==> config.mk <==
export PLATFORM = sky130hd
export DESIGN_NAME = bcrcg_top
export DESIGN_NICKNAME = d
export VERILOG_FILES = /design/src/inc/bcrcg_pkg.sv /design/src/logic/bcrcg_step.sv /design/src/logic/bcrcg_top.sv
export SDC_FILE = /design/constraint.sdc
export NUM_CORES = 1
export LEC_CHECK = 0
export BUFFER_PORTS_ARGS = -buffer_cell sky130_fd_sc_hd__buf_2
export CAP_MARGIN = 20
export CORE_UTILIZATION = 25
export CTS_CLUSTER_SIZE = 25
export DETAILED_ROUTE_END_ITERATION = 7
export GPL_TIMING_DRIVEN = 0
export MAX_ROUTING_LAYER = met4
export PLACE_DENSITY_LB_ADDON = 0.3
export SYNTH_ARGS = -nofsm -noshare
export SYNTH_HDL_FRONTEND = slang
export SYNTH_SLANG_ARGS = --single-unit
==> constraint.sdc <==
create_clock -name CORE_CLK -period 3.7 [get_ports CORE_CLK]
set_input_delay 0.185 -clock CORE_CLK [delete_from_list [all_inputs] [get_ports CORE_CLK]]
set_output_delay 0.185 -clock CORE_CLK [all_outputs]
set_load 0.02 [all_outputs]
==> src/inc/bcrcg_pkg.sv <==
package bcrcg_pkg;
	// ----------------------------------------
	// register offsets
	// ----------------------------------------
	localparam logic [7:0] OFF_CRC_CTRL = 8'h00;
	localparam logic [7:0] OFF_CRC_STATUS = 8'h01;
	localparam logic [7:0] OFF_CRC_BYTE_INPUT = 8'h03;
	localparam logic [7:0] OFF_CHECKSUM0 = 8'h04;
	localparam logic [7:0] OFF_CHECKSUM3 = 8'h07;
	localparam logic [7:0] OFF_MEMCTL_CMD = 8'h08;
	localparam logic [7:0] OFF_MEMCTL_CONTROL_A = 8'h09;
	localparam logic [7:0] OFF_MEMCTL_STATUS = 8'h0a;
	localparam logic [7:0] OFF_RANGE_START_L = 8'h0b;
	localparam logic [7:0] OFF_RANGE_START_H = 8'h0c;
	localparam logic [7:0] OFF_RANGE_END_L = 8'h0d;
	localparam logic [7:0] OFF_RANGE_END_H = 8'h0e;
	localparam logic [7:0] OFF_MEMCTL_DATA0 = 8'h10;
	localparam logic [7:0] OFF_MEMCTL_DATA3 = 8'h13;
	localparam logic [7:0] OFF_LINK_STATUS = 8'h14;
	localparam logic [7:0] OFF_CHANGE_PROTECT_UNLOCK = 8'h15;

	// ----------------------------------------
	// field positions
	// ----------------------------------------
	localparam int CTRL_SRC_LSB = 0;
	localparam int CTRL_POLY32_BIT = 5;
	localparam int CTRL_CLEAR_BIT = 7;
	localparam int STATUS_BUSY_BIT = 0;
	localparam int CONTROL_A_EXEC_BIT = 0;
	localparam int MEMCTL_BUSY_BIT = 7;
	localparam int LINK_PATH_EN_BIT = 1;

	// ----------------------------------------
	// sources, commands, constants
	// ----------------------------------------
	localparam logic [1:0] SRC_OFF = 2'h0;
	localparam logic [1:0] SRC_IO = 2'h1;
	localparam logic [1:0] SRC_FLASH = 2'h2;

	localparam logic [7:0] CMD_APP_CRC = 8'h38;
	localparam logic [7:0] CMD_BOOT_CRC = 8'h39;
	localparam logic [7:0] CMD_RANGE_CRC = 8'h3a;
	localparam logic [7:0] CMD_FLASH_CRC = 8'h78;

	localparam logic [7:0] UNLOCK_KEY = 8'hd8;
	localparam logic [2:0] UNLOCK_CYCLES = 3'h4;

	localparam logic [31:0] POLY32 = 32'h04c11db7;
	localparam logic [15:0] POLY16 = 16'h1021;
	localparam logic [31:0] INIT32 = 32'hffffffff;
	localparam logic [31:0] INIT16 = 32'h0000ffff;

	localparam logic [7:0] RST_CTRL = 8'h00;
	localparam logic [7:0] RST_CMD = 8'h00;
	localparam logic [15:0] RST_RANGE = 16'h0000;

	typedef enum logic [1:0] {
		ST_IDLE = 2'b00,
		ST_RUN = 2'b01,
		ST_LAST = 2'b10,
		ST_DONE = 2'b11
	} bcrcg_state_e;
endpackage : bcrcg_pkg

==> src/logic/bcrcg_step.sv <==
module bcrcg_step (
	// running value and byte
	input wire logic [31:0] crc_in,
	input wire logic [7:0] data,
	input wire logic use32,
	// updated value
	output logic [31:0] crc_out
);
	logic [31:0] stage [0:8];

	assign stage[0] = use32 ? crc_in : {16'h0000, crc_in[15:0]};

	// ----------------------------------------
	// one shift per bit, whole bytes only
	// ----------------------------------------
	genvar i;
	generate
		for (i = 0; i < 8; i++) begin : g_bit
			logic fb32;
			logic fb16;
			logic [31:0] n32;
			logic [15:0] n16;
			// 32-bit path takes the byte lsb first (reflected input)
			assign fb32 = stage[i][31] ^ data[i];
			assign fb16 = stage[i][15] ^ data[7 - i];
			assign n32 = {stage[i][30:0], 1'b0} ^ (fb32 ? bcrcg_pkg::POLY32 : 32'h00000000);
			assign n16 = {stage[i][14:0], 1'b0} ^ (fb16 ? bcrcg_pkg::POLY16 : 16'h0000);
			assign stage[i + 1] = use32 ? n32 : {16'h0000, n16};
		end
	endgenerate

	assign crc_out = stage[8];
endmodule : bcrcg_step

==> src/logic/bcrcg_top.sv <==
//Contract
// - 32-bit result reads reversed and inverted
// - CPU path polynomial selectable, default 16-bit
// - flash source forces 32-bit polynomial
// - engine works on whole bytes only
// - flash scopes: whole, application, boot, range
// - memory controller sets range, starts, returns result
// - every byte written with the I/O source selected and no flash run active updates the checksum
// - one new byte accepted every cycle
// - busy held until done, result in data
// - whole-flash command ignores lock bits
// - whole-flash run disconnects link, clears enable
module bcrcg_top #(
	parameter logic [15:0] FLASH_END = 16'hffff,
	parameter logic [15:0] APP_END = 16'hdfff,
	parameter logic [15:0] BOOT_START = 16'he000
) (
	// clock and reset
	input wire logic CORE_CLK,
	input wire logic RSTN,
	// register port
	input wire logic [7:0] ADDR,
	input wire logic [7:0] WDATA,
	input wire logic WR,
	input wire logic RD,
	input wire logic EXT_MASTER,
	output logic [7:0] RDATA,
	// flash read port
	output logic [15:0] FLASH_ADDR,
	output logic FLASH_RD,
	input wire logic [7:0] FLASH_RDATA,
	// lock and link status
	input wire logic LOCK_READ,
	output logic PATH_EN,
	output logic MEM_BUSY
);
	// ----------------------------------------
	// state
	// ----------------------------------------
	logic [7:0] ctrl, next_ctrl;
	logic io_busy, next_io_busy;
	logic [31:0] checksum, next_checksum;
	logic [7:0] cmd, next_cmd;
	logic [15:0] range_start, next_range_start;
	logic [15:0] range_end, next_range_end;
	logic [31:0] mem_data, next_mem_data;
	logic [2:0] unlock_cnt, next_unlock_cnt;
	logic [7:0] next_rdata;
	bcrcg_pkg::bcrcg_state_e state, next_state;
	logic [15:0] cur, next_cur;
	logic [15:0] stop, next_stop;
	logic rd_pend, next_rd_pend;
	logic whole_run, next_whole_run;
	logic [15:0] next_flash_addr;
	logic next_flash_rd;
	logic next_path_en;
	logic next_mem_busy;

	logic [1:0] src;
	logic use32;
	logic link_wr_ok;
	logic exec_req;
	logic start_ok;
	logic [15:0] scope_lo, scope_hi;
	logic feed;
	logic [7:0] feed_byte;
	logic [31:0] stepped;
	logic [31:0] shown;

	assign src = ctrl[bcrcg_pkg::CTRL_SRC_LSB +: 2];
	// flash source overrides the selection bit
	assign use32 = ctrl[bcrcg_pkg::CTRL_POLY32_BIT] || (src == bcrcg_pkg::SRC_FLASH);

	function automatic logic [31:0] bitrev32(input logic [31:0] v);
		logic [31:0] r;
		r = 32'h00000000;
		for (int k = 0; k < 32; k++) begin
			r[k] = v[31 - k];
		end
		return r;
	endfunction : bitrev32

	// read view of the running value, never a snapshot
	assign shown = use32 ? ~bitrev32(checksum) : {16'h0000, checksum[15:0]};

	// link writes dropped while it is cut off
	assign link_wr_ok = WR && !(EXT_MASTER && !PATH_EN);

	// ----------------------------------------
	// command decode
	// ----------------------------------------
	always_comb begin
		scope_lo = 16'h0000;
		scope_hi = FLASH_END;
		start_ok = 1'b0;
		case (cmd)
			bcrcg_pkg::CMD_FLASH_CRC: begin
				start_ok = 1'b1;
			end
			bcrcg_pkg::CMD_APP_CRC: begin
				scope_hi = APP_END;
				start_ok = !LOCK_READ;
			end
			bcrcg_pkg::CMD_BOOT_CRC: begin
				scope_lo = BOOT_START;
				start_ok = !LOCK_READ;
			end
			bcrcg_pkg::CMD_RANGE_CRC: begin
				scope_lo = range_start;
				scope_hi = range_end;
				start_ok = !LOCK_READ;
			end
			default: begin
				start_ok = 1'b0;
			end
		endcase
	end

	// cpu writes need the unlock window; the programmer link does not
	assign exec_req = link_wr_ok && (ADDR == bcrcg_pkg::OFF_MEMCTL_CONTROL_A)
		&& WDATA[bcrcg_pkg::CONTROL_A_EXEC_BIT] && (EXT_MASTER || (unlock_cnt != 3'h0))
		&& (state == bcrcg_pkg::ST_IDLE) && (src == bcrcg_pkg::SRC_FLASH) && start_ok;

	// ----------------------------------------
	// byte engine
	// ----------------------------------------
	assign feed = rd_pend || (link_wr_ok && (ADDR == bcrcg_pkg::OFF_CRC_BYTE_INPUT)
		&& (src == bcrcg_pkg::SRC_IO) && (state == bcrcg_pkg::ST_IDLE));
	assign feed_byte = rd_pend ? FLASH_RDATA : WDATA;

	bcrcg_step u_step (
		.crc_in(checksum),
		.data(feed_byte),
		.use32(use32),
		.crc_out(stepped)
	);

	// ----------------------------------------
	// flash sequencer
	// ----------------------------------------
	always_comb begin
		next_state = state;
		next_cur = cur;
		next_stop = stop;
		next_rd_pend = FLASH_RD;
		next_whole_run = whole_run;
		next_flash_addr = FLASH_ADDR;
		next_flash_rd = 1'b0;
		next_path_en = PATH_EN;
		next_mem_busy = MEM_BUSY;
		case (state)
			bcrcg_pkg::ST_IDLE: begin
				if (exec_req) begin
					next_mem_busy = 1'b1;
					next_cur = scope_lo;
					next_stop = scope_hi;
					next_whole_run = (cmd == bcrcg_pkg::CMD_FLASH_CRC);
					if (cmd == bcrcg_pkg::CMD_FLASH_CRC) begin
						next_path_en = 1'b0;
					end
					// an empty range still completes
					next_state = (scope_lo > scope_hi) ? bcrcg_pkg::ST_LAST : bcrcg_pkg::ST_RUN;
				end
			end
			bcrcg_pkg::ST_RUN: begin
				next_flash_rd = 1'b1;
				next_flash_addr = cur;
				next_cur = 16'(cur + 16'h0001);
				if (cur == stop) begin
					next_state = bcrcg_pkg::ST_LAST;
				end
			end
			bcrcg_pkg::ST_LAST: begin
				// wait for the final byte still in flight
				if (!FLASH_RD && !rd_pend) begin
					next_state = bcrcg_pkg::ST_DONE;
				end
			end
			bcrcg_pkg::ST_DONE: begin
				next_mem_busy = 1'b0;
				next_path_en = 1'b1;
				next_whole_run = 1'b0;
				next_state = bcrcg_pkg::ST_IDLE;
			end
			default: begin
				next_state = bcrcg_pkg::ST_IDLE;
			end
		endcase
	end

	always_ff @(posedge CORE_CLK) begin
		if (!RSTN) begin
			state <= bcrcg_pkg::ST_IDLE;
			cur <= 16'h0000;
			stop <= 16'h0000;
			rd_pend <= 1'b0;
			whole_run <= 1'b0;
			FLASH_ADDR <= 16'h0000;
			FLASH_RD <= 1'b0;
			PATH_EN <= 1'b1;
			MEM_BUSY <= 1'b0;
		end else begin
			state <= next_state;
			cur <= next_cur;
			stop <= next_stop;
			rd_pend <= next_rd_pend;
			whole_run <= next_whole_run;
			FLASH_ADDR <= next_flash_addr;
			FLASH_RD <= next_flash_rd;
			PATH_EN <= next_path_en;
			MEM_BUSY <= next_mem_busy;
		end
	end

	// ----------------------------------------
	// registers and checksum
	// ----------------------------------------
	always_comb begin
		next_ctrl = ctrl;
		next_io_busy = io_busy;
		next_checksum = checksum;
		next_cmd = cmd;
		next_range_start = range_start;
		next_range_end = range_end;
		next_mem_data = mem_data;
		next_unlock_cnt = (unlock_cnt != 3'h0) ? 3'(unlock_cnt - 3'h1) : 3'h0;
		next_rdata = 8'h00;
		if (link_wr_ok) begin
			case (ADDR)
				bcrcg_pkg::OFF_CRC_CTRL: begin
					next_ctrl = WDATA & ~(8'h01 << bcrcg_pkg::CTRL_CLEAR_BIT);
					if (WDATA[bcrcg_pkg::CTRL_CLEAR_BIT]) begin
						next_checksum = (WDATA[bcrcg_pkg::CTRL_POLY32_BIT]
							|| (WDATA[bcrcg_pkg::CTRL_SRC_LSB +: 2] == bcrcg_pkg::SRC_FLASH))
							? bcrcg_pkg::INIT32 : bcrcg_pkg::INIT16;
					end
				end
				bcrcg_pkg::OFF_CRC_STATUS: begin
					if (WDATA[bcrcg_pkg::STATUS_BUSY_BIT]) begin
						next_io_busy = 1'b0;
					end
				end
				bcrcg_pkg::OFF_MEMCTL_CMD: next_cmd = WDATA;
				bcrcg_pkg::OFF_RANGE_START_L: next_range_start[7:0] = WDATA;
				bcrcg_pkg::OFF_RANGE_START_H: next_range_start[15:8] = WDATA;
				bcrcg_pkg::OFF_RANGE_END_L: next_range_end[7:0] = WDATA;
				bcrcg_pkg::OFF_RANGE_END_H: next_range_end[15:8] = WDATA;
				bcrcg_pkg::OFF_CHANGE_PROTECT_UNLOCK: begin
					if (!EXT_MASTER && (WDATA == bcrcg_pkg::UNLOCK_KEY)) begin
						next_unlock_cnt = bcrcg_pkg::UNLOCK_CYCLES;
					end
				end
				default: begin
				end
			endcase
		end
		// a flash run always starts from the 32-bit seed
		if (exec_req) begin
			next_checksum = bcrcg_pkg::INIT32;
		end
		if (feed) begin
			next_checksum = stepped;
			if (!rd_pend) begin
				next_io_busy = 1'b1; // set beats a same-cycle clear
			end
		end
		if (state == bcrcg_pkg::ST_DONE) begin
			next_mem_data = shown;
		end
		if (RD) begin
			case (ADDR)
				bcrcg_pkg::OFF_CRC_CTRL: next_rdata = ctrl;
				bcrcg_pkg::OFF_CRC_STATUS: next_rdata = {7'h00, io_busy || MEM_BUSY};
				bcrcg_pkg::OFF_MEMCTL_CMD: next_rdata = cmd;
				bcrcg_pkg::OFF_MEMCTL_STATUS: next_rdata = {MEM_BUSY, 7'h00};
				bcrcg_pkg::OFF_RANGE_START_L: next_rdata = range_start[7:0];
				bcrcg_pkg::OFF_RANGE_START_H: next_rdata = range_start[15:8];
				bcrcg_pkg::OFF_RANGE_END_L: next_rdata = range_end[7:0];
				bcrcg_pkg::OFF_RANGE_END_H: next_rdata = range_end[15:8];
				bcrcg_pkg::OFF_LINK_STATUS: next_rdata = {6'h00, PATH_EN, 1'b0};
				default: begin
					if (ADDR >= bcrcg_pkg::OFF_CHECKSUM0 && ADDR <= bcrcg_pkg::OFF_CHECKSUM3) begin
						next_rdata = shown[8 * ADDR[1:0] +: 8];
					end else if (ADDR >= bcrcg_pkg::OFF_MEMCTL_DATA0 && ADDR <= bcrcg_pkg::OFF_MEMCTL_DATA3) begin
						next_rdata = mem_data[8 * ADDR[1:0] +: 8];
					end
				end
			endcase
		end
	end

	always_ff @(posedge CORE_CLK) begin
		if (!RSTN) begin
			ctrl <= bcrcg_pkg::RST_CTRL;
			io_busy <= 1'b0;
			checksum <= bcrcg_pkg::INIT16;
			cmd <= bcrcg_pkg::RST_CMD;
			range_start <= bcrcg_pkg::RST_RANGE;
			range_end <= bcrcg_pkg::RST_RANGE;
			mem_data <= 32'h00000000;
			unlock_cnt <= 3'h0;
			RDATA <= 8'h00;
		end else begin
			ctrl <= next_ctrl;
			io_busy <= next_io_busy;
			checksum <= next_checksum;
			cmd <= next_cmd;
			range_start <= next_range_start;
			range_end <= next_range_end;
			mem_data <= next_mem_data;
			unlock_cnt <= next_unlock_cnt;
			RDATA <= next_rdata;
		end
	end
endmodule : bcrcg_top

==> impl_metrics.json <==
{
  "min_path_type": "in2reg",
  "number_of_warning_messages_in_the_yosys_log": 0,
  "numClockSinks": 177,
  "routed_wire_length_per_instance_microns": 20.99,
  "cts-htree-levels": 4,
  "via_count": 9166,
  "die-height_microns": 206.1,
  "io_pins": 57,
  "gr-usage-all-layers_pct": 18.85,
  "nets": 1312,
  "maxCapViolCount": 0,
  "first_pass_iters": 5,
  "critPathArrivalTime_ns": 3.90,
  "synth.area.top_cells": "sky130_fd_sc_hd__dfxtp_1 34%, sky130_fd_sc_hd__mux2i_1 9.7%, sky130_fd_sc_hd__nor2_1 7.1%",
  "async_flop_share_pct": 0,
  "syn-num-nets": 1240,
  "grt_max_degree": 17,
  "cp-start-kind": "register",
  "clk_pin_slew_worst_paths_ns": 0.07,
  "finalMaxSlewViolations": 0,
  "cts_tree": "done",
  "total_negative_slack_ns": 0,
  "num_rows": 74,
  "worstMarginPinSlew_ns": 0.9956,
  "antenna_violating_nets_post_route": 0,
  "post_synth.cell_area_avg_sq_um": 8.775,
  "final_core_occ_pct": 29.14,
  "final_cell_mix": "195 x sky130_fd_sc_hd__nor2_1, 177 x sky130_fd_sc_hd__dfxtp_1, 101 x sky130_fd_sc_hd__mux2i_1",
  "postLayoutSetupSlackWorst_ns": 0.1774,
  "max_slew_margin_pct": 33.12,
  "max-vdd-ir-drop_mv": 0.3135,
  "iter_0_drt_violations": 706,
  "drive_above_1_share_pct": 11.24,
  "ratio_of_routed_vias_to_standard_cells": 5.072,
  "clock-root-buffer": "sky130_fd_sc_hd__clkbuf_16",
  "insertion_delay_ns": 0.46,
  "post_synth_num_cell_types": 78,
  "wl_mm": 37.93,
  "cell_pwr_density_nw_per_um2": 429.8,
  "grt_setup_unrepaired": "no",
  "synth_sequential_area_ratio_pct": 34.02,
  "dieArea_sq_um": 42490,
  "syn2layout_area_growth_pct": 14.47,
  "criticalPathCategory": "reg2reg",
  "core_sq_um": 40920,
  "grt_residual_overflow": 0,
  "postSynthRegisterBits": 177,
  "kind_of_end_point_of_the_critical_path": "register",
  "first_global_vias": 8874,
  "starting_utilization_of_the_core_area_pct": 25.45,
  "dpl.hpwl_mm": 29.11,
  "numCtsBuffers": 17,
  "routabilityCongestion": 0.9560,
  "static-leakage-power_uw": 0.004248,
  "fin_worst_skew_ns": 0.007952,
  "final_setup_violating_endpoints": 0,
  "synth_ff_type": "sky130_fd_sc_hd__dfxtp_1",
  "cp_max_fo": 6,
  "endpoints_failing_hold": 0,
  "final_clock_period_utilization_by_the_worst_path_pct": 95.21,
  "synth.largest_area_cell": "sky130_fd_sc_hd__dfxtp_1",
  "grt_antenna_before_repair": 3,
  "syn_inst": 1187,
  "cts_buffer_depth": 2,
  "postCtsHoldBufs": 0,
  "drc": 0,
  "synth-edff-count": 0,
  "post_synth_instance_area_sq_um": 10420,
  "dp_worst_setup_slack_ns": -0.01425,
  "port_buffers": 51,
  "post-route-min-period_ns": 3.523,
  "chipWidth_microns": 206.1,
  "yosysTopAreaCellShare_pct": 34.02,
  "status": "completed",
  "worst_path_required_ns": 4.08,
  "most_common_library_cell_in_the_layout_ignoring_fill_and_taps": "sky130_fd_sc_hd__nor2_1",
  "wire_length_of_the_first_global_routing_pass_mm": 57.17,
  "max_clock_freq_mhz": 283.9
}
==> state kept, by name, summed over array words and instances (netlist names) <==
signal and cells:
checksum 32, mem_data 32, FLASH_ADDR 16, cur 16
range_end 16, range_start 16, stop 16, RDATA 8
cmd 8, ctrl 7, unlock_cnt 3, state 2
FLASH_RD 1, MEM_BUSY 1, PATH_EN 1, io_busy 1
rd_pend 1
==> worst paths after layout <==
kind,startpoint,end,slack [ns],depth (start not counted)
worst max-delay path,cmd[7],state[0],0.18,14
worst min-delay path,WDATA[7],range_end[7],0.16,3
worst max register to register,cmd[7],state[0],0.18,14
worst min register to register,unlock_cnt[0],unlock_cnt[0],0.45,1
==> report_power, final <==
| part | leakage [uW] | switching, uW | internal, uW |
|---|---|---|---|
| Sequential | 0.00143 | 76.9 | 1970 |
| Combinational | 0.00256 | 757 | 534 |
| Clock | 0.000259 | 827 | 959 |
==> kinds of logic (layout without fill, tap and decap cells) <==
group / after synthesis / in the layout / synth area share [%]
buffers and inverters: 108 / 193 / 4.360
xor gates and xnor gates: 128 / 128 / 12.48
and+or+nand+nor: 374 / 374 / 16.93
DFF: 177 / 177 / 34.02
other: 0 / 3 / 0
adders and majority gates: 23 / 23 / 2.763
AOI/OAI and AO/OA: 255 / 255 / 16.08
muxes: 122 / 122 / 13.37
==> synthesized netlist by cell type (all sizes together), types with 7 or more instances <==
cell type,count
xnor2,83
nand2b,14
ha,23
o22ai,12
o21ai,62
a211oi,25
nor4,7
nand3,16
nand4,14
a31oi,10
xor2,34
a221oi,10
o211ai,9
o22a,11
buf,22
and2,20
nor2b,11
inv,19
mux4,8
dfxtp,177
nand2,58
clkbuf,67
a22oi,9
nor3,12
a21oi,65
nor2,197
xnor3,8
mux2i,109
==> layout make-up <==
cell class,count,area (sq um)
Tap cell,532,665.6
Timing Repair Buffer,54,275.3
Sequential cell,177,3543
Clock inverter,9,83.83
Multi-Input combinational cell,902,6429
Inverter,19,71.32
Fill cell,4455,29000
Clock buffer,23,467.9
Buffer,88,380.4
Antenna cell,3,7.507
==> stage by stage <==
step	total power [uW]	cells	hold WS, ns	cell area, sq um
after global placement	3361	1770	0.4395	11340
after CTS	5136	1803	0.1514	11900
final	5124	1807	0.1629	11920
after detailed placement	3358	1771	0.4456	11340
after global routing	5346	1807	0.1628	11920
after floorplan	3015	1187	0.3322	10420
==> worst max-delay path, cell delays in order, from the launching register on <==
cell and delay [ns]:
sky130_fd_sc_hd__dfxtp_1 0.35, sky130_fd_sc_hd__nor2_1 0.12, sky130_fd_sc_hd__nand4_1 0.16, sky130_fd_sc_hd__or2_0 0.35, sky130_fd_sc_hd__nor2b_1 0.29, sky130_fd_sc_hd__and2_1 0.27
sky130_fd_sc_hd__ha_1 0.28, sky130_fd_sc_hd__a21o_1 0.16, sky130_fd_sc_hd__a21o_1 0.17, sky130_fd_sc_hd__a21o_1 0.17, sky130_fd_sc_hd__a211o_1 0.30, sky130_fd_sc_hd__o2111ai_1 0.13
sky130_fd_sc_hd__a21oi_1 0.18, sky130_fd_sc_hd__or3_1 0.39, sky130_fd_sc_hd__a21oi_1 0.12
==> timing repair <==
| item | in CTS | in global routing |
|---|---|---|
| cloned | 0 | 0 |
| resized for setup | 1 | 4 |
| setup endpoints to repair | 1 | 2 |
| pin swaps | 0 | 0 |
| setup buffers | 0 | 0 |
==> routing by layer <==
layer	part of all wire (%)	routed length [microns]	vias up	global-route usage, %
li1	-	-	4342	-
met1	45	17000	4481	23.79
met2	48	18130	295	30.39
met3	5.4	2043	48	3.847
met4	2.0	748	0	5.173
met5	0	0	-	-
No activity file was read; power rests on OpenSTA's default activity.
